File: config.mk
export PLATFORM = sky130hd
export DESIGN_NAME = dsef_top
export DESIGN_NICKNAME = d
export VERILOG_FILES = /design/src/dsef_pkg.sv /design/src/dsef_avalon_slave.sv /design/src/dsef_top.sv
export SDC_FILE = /design/constraint.sdc
export NUM_CORES = 1
export LEC_CHECK = 0
export ABC_AREA = 1
export BUFFER_PORTS_ARGS = -buffer_cell sky130_fd_sc_hd__buf_2
export CORE_UTILIZATION = 46
export CTS_CLUSTER_DIAMETER = 50
export DETAILED_ROUTE_END_ITERATION = 12
export PLACE_DENSITY_LB_ADDON = 0.12
export SLEW_MARGIN = 20
export SYNTH_ARGS = -nofsm -noshare
export SYNTH_HDL_FRONTEND = slang
export SYNTH_SLANG_ARGS = --single-unit
File: constraint.sdc
create_clock -name i_clk_sys -period 1.5 [get_ports i_clk_sys]
set_input_delay 0.075 -clock i_clk_sys [delete_from_list [all_inputs] [get_ports i_clk_sys]]
set_output_delay 0.075 -clock i_clk_sys [all_outputs]
set_load 0.005 [all_outputs]
File: src/dsef_pkg.sv
// Package for the DMA status event flag block: register map, bit positions, state codes
package dsef_pkg;
    // Register byte addresses (word aligned)
    localparam logic [3:0] DSEF_OFF_STATUS = 4'h0;
    localparam logic [3:0] DSEF_OFF_MASK = 4'h4;
    localparam logic [3:0] DSEF_OFF_CTRL = 4'h8;
    // Status bit positions
    localparam int DSEF_B_TX_DONE = 0;
    localparam int DSEF_B_TX_HALT = 1;
    localparam int DSEF_B_TX_BUF = 2;
    localparam int DSEF_B_TX_JAB = 3;
    localparam int DSEF_B_TX_UNF = 5;
    localparam int DSEF_B_RX_DONE = 6;
    localparam int DSEF_B_RX_BUF = 7;
    localparam int DSEF_B_RX_HALT = 8;
    localparam int DSEF_B_RX_WDT = 9;
    localparam int DSEF_B_ABN = 15;
    localparam int DSEF_B_NRM = 16;
    localparam int DSEF_B_TS_LO = 20;
    localparam int DSEF_B_RS_LO = 17;
    // Sticky bits 0-3 and 5-9 that clear on write of one
    localparam logic [16:0] DSEF_W1C_MASK = 17'h003ef;
    localparam logic [16:0] DSEF_NRM_SRC = 17'h00045;
    localparam logic [16:0] DSEF_ABN_SRC = 17'h003aa;
    // Reset values
    localparam logic [31:0] DSEF_STATUS_RST = 32'hfc000000;
    localparam logic [16:0] DSEF_MASK_RST = 17'h00000;
    // Descriptor status word bits
    localparam int DSEF_TDS_UNF = 1;
    localparam int DSEF_TDS_JAB = 14;
    // Control register bits
    localparam int DSEF_C_RX_START = 0;
    localparam int DSEF_C_TX_START = 1;
    localparam int DSEF_C_TX_AUTOPOLL = 2;

    // Receive process states, gray along start->fetch->wait->close
    typedef enum logic [2:0] {
        DSEF_RX_STOP = 3'h0,
        DSEF_RX_FETCH = 3'h1,
        DSEF_RX_WAIT = 3'h3,
        DSEF_RX_CLOSE = 3'h2,
        DSEF_RX_SUSP = 3'h6
    } dsef_rx_state_t;
    // Transmit process states
    typedef enum logic [2:0] {
        DSEF_TX_STOP = 3'h0,
        DSEF_TX_FETCH = 3'h1,
        DSEF_TX_SEND = 3'h3,
        DSEF_TX_CLOSE = 3'h2,
        DSEF_TX_SUSP = 3'h6
    } dsef_tx_state_t;

    // Engine event inputs
    typedef struct packed {
        logic rx_desc_fetched;
        logic rx_desc_host_owned;
        logic rx_frame_done;
        logic rx_frame_seen;
        logic rx_watchdog;
        logic rx_stop_cmd;
        logic tx_desc_fetched;
        logic tx_desc_host_owned;
        logic tx_frame_done;
        logic tx_fifo_underflow;
        logic tx_jabber;
        logic tx_stop_cmd;
        logic rx_poll;
        logic tx_poll;
    } dsef_evt_t;
endpackage

File: src/dsef_avalon_slave.sv
// Avalon-MM slave front end: one-wait-state handshake and write/read strobes
module dsef_avalon_slave
    import dsef_pkg::*;
(
    input wire logic i_clk_sys,
    input wire logic i_reset_n,
    input wire logic i_clk_en,
    input wire logic [3:0] i_address,
    input wire logic i_read,
    input wire logic i_write,
    output logic o_waitrequest,
    output logic o_wr_stb,
    output logic o_rd_stb
);
    logic done_r; // Access answered this cycle
    wire req = i_read | i_write;
    // Waitrequest drops one cycle after the request rises, then the access completes
    assign o_waitrequest = req & ~done_r;
    assign o_wr_stb = i_write & done_r & i_clk_en;
    assign o_rd_stb = i_read & done_r & i_clk_en;

    // Toggle so back-to-back requests each get one wait state
    always_ff @(posedge i_clk_sys or negedge i_reset_n) begin
        if (!i_reset_n) begin
            done_r <= 1'b0;
        end else if (i_clk_en) begin
            done_r <= req & ~done_r;
        end
    end
endmodule

File: src/dsef_top.sv
// DMA status event flags: sticky status, process state tracking, interrupt and register bus
//
// The implementer's own choices: the register offsets and the Avalon-MM register port.
module dsef_top
    import dsef_pkg::*;
(
    input wire logic i_clk_sys,
    input wire logic i_reset_n,
    input wire logic i_clk_en,
    input wire logic [3:0] i_avs_address,
    input wire logic i_avs_read,
    input wire logic i_avs_write,
    input wire logic [31:0] i_avs_writedata,
    output logic [31:0] o_avs_readdata,
    output logic o_avs_waitrequest,
    input wire dsef_evt_t i_evt,
    output logic o_irq,
    output logic [31:0] o_tx_descriptor_status_word,
    output logic o_tx_desc_status_wr,
    output logic o_rx_desc_status_wr,
    output logic o_rx_running,
    output logic o_tx_running
);
    // Register state
    logic [16:0] sticky_r; // Sticky event bits, summaries excluded
    logic [16:0] mask_r; // Interrupt enables, same layout
    logic [2:0] ctrl_r; // Start commands and auto poll
    logic [31:0] rdata_r;
    logic irq_r;
    logic [31:0] tdes_r;
    logic tdes_wr_r;
    logic rdes_wr_r;
    logic rx_seen_dev_r; // Previous receive fetch found a device-owned descriptor
    dsef_rx_state_t rx_st_r, rx_st_nxt;
    dsef_tx_state_t tx_st_r, tx_st_nxt;

    // Bus handshake
    logic wr_stb, rd_stb;
    dsef_avalon_slave u_slave (
        .i_clk_sys(i_clk_sys),
        .i_reset_n(i_reset_n),
        .i_clk_en(i_clk_en),
        .i_address(i_avs_address),
        .i_read(i_avs_read),
        .i_write(i_avs_write),
        .o_waitrequest(o_avs_waitrequest),
        .o_wr_stb(wr_stb),
        .o_rd_stb(rd_stb)
    );

    // Address decode
    wire sel_status = (i_avs_address == DSEF_OFF_STATUS);
    wire sel_mask = (i_avs_address == DSEF_OFF_MASK);
    wire sel_ctrl = (i_avs_address == DSEF_OFF_CTRL);
    wire wr_status = wr_stb & sel_status;
    wire wr_mask = wr_stb & sel_mask;
    wire wr_ctrl = wr_stb & sel_ctrl;
    // Only bits 0-3 and 5-9 are writable as clears; all other bits are dropped here
    wire [16:0] clr_bits = wr_status ? (i_avs_writedata[16:0] & DSEF_W1C_MASK) : 17'h00000;

    // Start commands: a rising control bit starts the process, a falling one stops it
    wire rx_start = wr_ctrl & i_avs_writedata[DSEF_C_RX_START] & ~ctrl_r[DSEF_C_RX_START];
    wire tx_start = wr_ctrl & i_avs_writedata[DSEF_C_TX_START] & ~ctrl_r[DSEF_C_TX_START];
    wire rx_stop_sw = wr_ctrl & ~i_avs_writedata[DSEF_C_RX_START] & ctrl_r[DSEF_C_RX_START];
    wire tx_stop_sw = wr_ctrl & ~i_avs_writedata[DSEF_C_TX_START] & ctrl_r[DSEF_C_TX_START];
    wire autopoll = ctrl_r[DSEF_C_TX_AUTOPOLL];

    // Receive event qualification
    wire rx_active = (rx_st_r != DSEF_RX_STOP);
    wire rx_owned_fetch = i_evt.rx_desc_fetched & i_evt.rx_desc_host_owned & rx_active;
    wire rx_dev_fetch = i_evt.rx_desc_fetched & ~i_evt.rx_desc_host_owned & rx_active;
    wire ev_rx_buf = rx_owned_fetch & rx_seen_dev_r;
    wire ev_rx_done = i_evt.rx_frame_done & (rx_st_r == DSEF_RX_WAIT);
    wire rx_resume = (rx_st_r == DSEF_RX_SUSP) & (i_evt.rx_poll | i_evt.rx_frame_seen);
    wire rx_stop_req = i_evt.rx_stop_cmd | rx_stop_sw;

    // Receive process next state
    always_comb begin
        rx_st_nxt = rx_st_r;
        unique case (rx_st_r)
            DSEF_RX_STOP: begin
                if (rx_start) rx_st_nxt = DSEF_RX_FETCH;
            end
            DSEF_RX_FETCH: begin
                // Host-owned descriptor parks the receive process
                if (rx_owned_fetch) rx_st_nxt = DSEF_RX_SUSP;
                else if (rx_dev_fetch) rx_st_nxt = DSEF_RX_WAIT;
            end
            DSEF_RX_WAIT: begin
                if (ev_rx_done) rx_st_nxt = DSEF_RX_CLOSE;
            end
            DSEF_RX_CLOSE: begin
                // Status posted; stay running and fetch the next one
                rx_st_nxt = DSEF_RX_FETCH;
            end
            DSEF_RX_SUSP: begin
                if (rx_resume) rx_st_nxt = DSEF_RX_FETCH;
            end
            default: rx_st_nxt = DSEF_RX_STOP;
        endcase
        if (rx_stop_req) rx_st_nxt = DSEF_RX_STOP;
    end

    // Entry into stopped, from any active state
    wire ev_rx_halt = rx_active & (rx_st_nxt == DSEF_RX_STOP);

    // Transmit event qualification
    wire tx_active = (tx_st_r != DSEF_TX_STOP);
    wire ev_tx_buf = (tx_st_r == DSEF_TX_FETCH) & i_evt.tx_desc_fetched & i_evt.tx_desc_host_owned;
    wire ev_tx_unf = (tx_st_r == DSEF_TX_SEND) & i_evt.tx_fifo_underflow;
    wire ev_tx_jab = tx_active & i_evt.tx_jabber;
    wire ev_tx_done = (tx_st_r == DSEF_TX_SEND) & i_evt.tx_frame_done;
    // Auto polling stands in for the host's poll demand
    wire tx_resume = (tx_st_r == DSEF_TX_SUSP) & (i_evt.tx_poll | autopoll);
    wire tx_stop_req = i_evt.tx_stop_cmd | tx_stop_sw;

    // Transmit process next state; jabber outranks every other transition
    always_comb begin
        tx_st_nxt = tx_st_r;
        unique case (tx_st_r)
            DSEF_TX_STOP: begin
                if (tx_start) tx_st_nxt = DSEF_TX_FETCH;
            end
            DSEF_TX_FETCH: begin
                if (ev_tx_buf) tx_st_nxt = DSEF_TX_SUSP;
                else if (i_evt.tx_desc_fetched) tx_st_nxt = DSEF_TX_SEND;
            end
            DSEF_TX_SEND: begin
                if (ev_tx_unf) tx_st_nxt = DSEF_TX_SUSP;
                else if (ev_tx_done) tx_st_nxt = DSEF_TX_CLOSE;
            end
            DSEF_TX_CLOSE: begin
                tx_st_nxt = DSEF_TX_FETCH;
            end
            DSEF_TX_SUSP: begin
                if (tx_resume) tx_st_nxt = DSEF_TX_FETCH;
            end
            default: tx_st_nxt = DSEF_TX_STOP;
        endcase
        if (ev_tx_jab | tx_stop_req) tx_st_nxt = DSEF_TX_STOP;
    end

    wire ev_tx_halt = tx_active & (tx_st_nxt == DSEF_TX_STOP);

    // Per-bit event vector in status layout
    logic [16:0] set_bits;
    assign set_bits = {7'h00, i_evt.rx_watchdog, ev_rx_halt, ev_rx_buf, ev_rx_done,
                       ev_tx_unf, 1'b0, ev_tx_jab, ev_tx_buf, ev_tx_halt, ev_tx_done};

    // Sticky bits: a set in the clearing cycle wins so no event is lost
    logic [16:0] sticky_nxt;
    genvar gi;
    generate
        for (gi = 0; gi < 17; gi++) begin : g_sticky
            assign sticky_nxt[gi] = DSEF_W1C_MASK[gi] & (set_bits[gi] | (sticky_r[gi] & ~clr_bits[gi]));
        end
    endgenerate

    // Summaries are recomputed from the sticky bits, never stored separately
    wire nrm_sum = |(sticky_r & DSEF_NRM_SRC);
    wire abn_sum = |(sticky_r & DSEF_ABN_SRC);
    wire [31:0] status_view = {DSEF_STATUS_RST[31:23], tx_st_r, rx_st_r, nrm_sum, abn_sum,
                               sticky_r[14:0]};
    wire irq_nxt = |(sticky_nxt & mask_r);

    // Read mux; unmapped addresses read zero
    wire [31:0] rdata_nxt = sel_status ? status_view :
                            sel_mask ? {15'h0000, mask_r} :
                            sel_ctrl ? {29'h00000000, ctrl_r} : 32'h00000000;

    // Transmit descriptor status word written back on underflow or jabber, not on completion
    wire [31:0] tdes_nxt = {17'h00000, ev_tx_jab, 12'h000, ev_tx_unf, 1'b0};

    // Register and state update
    always_ff @(posedge i_clk_sys or negedge i_reset_n) begin
        if (!i_reset_n) begin
            sticky_r <= DSEF_STATUS_RST[16:0];
            mask_r <= DSEF_MASK_RST;
            ctrl_r <= 3'h0;
            rx_st_r <= DSEF_RX_STOP;
            tx_st_r <= DSEF_TX_STOP;
            rx_seen_dev_r <= 1'b1;
            rdata_r <= 32'h00000000;
        end else if (i_clk_en) begin
            sticky_r <= sticky_nxt;
            rx_st_r <= rx_st_nxt;
            tx_st_r <= tx_st_nxt;
            // Re-arm the buffer flag once a device-owned descriptor is seen
            if (rx_dev_fetch) rx_seen_dev_r <= 1'b1;
            else if (rx_owned_fetch) rx_seen_dev_r <= 1'b0;
            if (wr_mask) mask_r <= i_avs_writedata[16:0];
            if (wr_ctrl) ctrl_r <= i_avs_writedata[2:0];
            if (rd_stb) rdata_r <= rdata_nxt;
        end
    end

    // Registered outputs: interrupt and descriptor write-back pulses
    always_ff @(posedge i_clk_sys or negedge i_reset_n) begin
        if (!i_reset_n) begin
            irq_r <= 1'b0;
            tdes_r <= 32'h00000000;
            tdes_wr_r <= 1'b0;
            rdes_wr_r <= 1'b0;
        end else if (i_clk_en) begin
            irq_r <= irq_nxt;
            tdes_wr_r <= ev_tx_unf | ev_tx_jab;
            rdes_wr_r <= ev_rx_done;
            if (ev_tx_unf | ev_tx_jab) tdes_r <= tdes_nxt;
        end
    end

    // Read data comes straight from the mux in the answering cycle; rdata_r holds it afterwards
    assign o_avs_readdata = rd_stb ? rdata_nxt : rdata_r;
    assign o_irq = irq_r;
    assign o_tx_descriptor_status_word = tdes_r;
    assign o_tx_desc_status_wr = tdes_wr_r;
    assign o_rx_desc_status_wr = rdes_wr_r;
    assign o_rx_running = (rx_st_r != DSEF_RX_STOP) & (rx_st_r != DSEF_RX_SUSP);
    assign o_tx_running = (tx_st_r != DSEF_TX_STOP) & (tx_st_r != DSEF_TX_SUSP);
endmodule

==> out/results.txt <==
Status = finished with violations
Failing checks = setup timing
R2r startpoint = u_slave.done_r
Nets = 680
First-pass GRT wire length = 16200 um
HPWL Detailed = 6990 um
Number of CTS-inserted buffers = 9
Avg Cell Area, Syn = 8.00 um^2
Leakage power = 2.89 nW
Critical path endpoint category = output port
Synth Register Bits = 74
Die H = 93.2 um
Hold Crit Start = i_avs_writedata[8]
Gpl congestion = 0.868
Vias in the first global route = 3368
Root Buffer Master = clkbuf_8
Buffers on Ports = 79
Share of cells above drive strength 1 = 0.378
Largest net degree at the start of global routing = 67
Seq/Total Area, Yosys = 0.484
CTS tree = yes
Placed insts = 684
Total power = 4.78 mW
Final Core Density = 0.672
Fin cells = 732
Die Span X = 93.2 um
Critical Path Fanout Max = 5
CP Class = flip-flop to output port
CP startpoint kind = flip-flop
Pre-antenna DRT Iters = 4
Most common cell after layout, fill and taps aside = nand2_1
Initial DRC Count = 227
WP data arrival = 1730 ps
Mapped Area = 0.00382 mm^2
FP Rows = 32
Antenna violations before repair = 0
Worst Clk Skew = 10.5 ps
Number of remaining DRC errors = 0
Max Cap Violations = 0
Final worst slack = -301 ps
Fin. Hold Viols = 0
Clock sinks = 74
Synth warn = 0
Grt ovf = 0
Most frequent cells in the layout = nand2_1, buf_2, dfrtp_1
Cells on Worst Hold Path = 3
H-tree levels = 3
FF-to-FF setup slack = -130 ps
Die ar. = 0.00868 mm^2
Final setup violation count = 51
Min-Delay Endpoint = mask_r[8]
DRT Wirelength = 9980 um
Synth unique cells = 30
RSZ-0062 raised after global routing = yes
Area of the core = 0.00789 mm^2
Hold Path Class = input pin to flip-flop
Max Fclk = 555 MHz
Required time of the critical path = 1420 ps
Drt via density = 4.92
Total track usage = 0.247
Antenna violation net count after detailed routing = 0
Fin crit share = 1.20
Initial Util = 0.485
ANT cells = 0
Layout area overhead = 38.7%
Reg2reg end = sticky_r[2]
IO Count = 125
Syn Inst Count = 478
Clk pin slew, worst setup/hold paths = 80 ps
Top area cells in the synthesized netlist = dfrtp_1, nand2_1, buf_4
Mean routed wirelength per cell = 13.6 um
Fin crit period = 1800 ps
Peak VDD IR = 0.526 mV
Pwr dens = 901 mW/mm^2
Area share of the largest cell type after synthesis = 0.478
Worst R2R Path Depth = 12
Max Slew Vio Count = 0
CTS Buffer Depth = 2
Synth area leader = dfrtp_1
Clock Latency Late Sink = 350 ps
Via count = 3605
## worst max-delay path: stages, from the launching register on
cell and delay, ps:
dfrtp_1 360, nand2_2 70, buf_6 120, nor2_4 170, inv_4 70, nor2_4 150
buf_4 150, inv_4 50, o21ai_2 110, buf_2 130
## layout make-up
type	count	area, um^2
sequential	74	1850
tap	102	128
clock inverter	6	88.8
timing repair inverter	1	6.26
multi-input combinational	343	1860
timing repair buffer	151	1060
clock buffer	10	128
fill	679	2580
inverter	45	176
## repair_timing
action | CTS | global route
setup endpoints to repair | 34 | 61
endpoints found under the hold margin | 88 | 0
hold buffers | 16 | 0
resized for setup | 39 | 52
cloned | 2 | 1
setup buffers | 11 | 6
pin swaps | 16 | 24
## state kept, by name, summed over array words and instances, names as in the netlist
name and flops:
ctrl_r 3, mask_r 17, o_irq 1, o_rx_desc_status_wr 1, o_tx_desc_status_wr 1, o_tx_descriptor_status_word 2
rdata_r 32, rx_seen_dev_r 1, rx_st_r 3, sticky_r 9, tx_st_r 3, u_slave.done_r 1
## synthesized netlist by cell type
| cell | n |
|---|---|
| a21oi_1 | 5 |
| a221oi_1 | 3 |
| a22oi_1 | 2 |
| a31oi_1 | 3 |
| buf_2 | 5 |
| buf_4 | 30 |
| clkbuf_1 | 10 |
| clkinv_1 | 1 |
| conb_1 | 1 |
| dfrtp_1 | 73 |
| dfstp_2 | 1 |
| inv_1 | 38 |
| inv_2 | 6 |
| mux2_2 | 14 |
| nand2_1 | 145 |
| nand2_2 | 2 |
| nand3_1 | 30 |
| nand3_2 | 1 |
| nand4_1 | 5 |
| nor2_1 | 30 |
| nor2_2 | 4 |
| nor2_4 | 2 |
| nor3_1 | 1 |
| nor3b_1 | 1 |
| nor4_1 | 1 |
| o211ai_1 | 7 |
| o21a_1 | 1 |
| o21ai_0 | 41 |
| o21ai_1 | 14 |
| or2_2 | 1 |
## routing by layer
| metal | global-route usage | part of all wire | routed length [um] | vias to the layer above |
|---|---|---|---|---|
| met5 | 0 | 0 | 0 | - |
| met4 | 0.0641 | 0.014 | 138 | 0 |
| met3 | 0.0553 | 0.047 | 470 | 14 |
| met2 | 0.403 | 0.47 | 4720 | 111 |
| met1 | 0.332 | 0.47 | 4650 | 1689 |
| li1 | - | - | - | 1791 |
## worst max-delay path by stage
stage / startpoint / to / slack (ps)
2_1_floorplan: tx_st_r[2] / o_irq / 50
3_3_place_gp: u_slave.done_r / o_irq / -40
3_5_place_dp: rx_st_r[0] / rx_st_r[2] / -50
4_1_cts: u_slave.done_r / o_avs_readdata[8] / -310
5_1_grt: u_slave.done_r / o_avs_readdata[8] / -370
6_report: u_slave.done_r / o_avs_readdata[20] / -300
## where the power goes
part | switching (mW) | total (mW) | internal, mW
combinational | 0.430 | 0.795 | 0.365
sequential | 0.109 | 2.27 | 2.17
clock | 0.771 | 1.71 | 0.940
## through the flow
stage          worst slack, ps  hold WS (ps)  instance area, um^2  setup TNS [ps]
4_1_cts                   -313          9.88                 5110           -7870
3_5_place_dp             -50.8         -59.9                 4500            -119
5_1_grt                   -369          22.9                 5300          -11790
3_3_place_gp             -35.9         -56.7                 4500           -58.9
6_report                  -301          8.92                 5300           -8180
2_1_floorplan             53.1          -221                 3930               0
## cells by family after synthesis
| group | after synthesis | share of synthesized area |
|---|---|---|
| DFF | 74 | 0.484 |
| AOI/OAI and AO/OA | 76 | 0.110 |
| muxes | 14 | 0.0412 |
| buffers and inverters | 90 | 0.119 |
| other | 1 | 0.000980 |
| and+or+nand+nor | 223 | 0.244 |
Power figures use the tool's default switching activity.
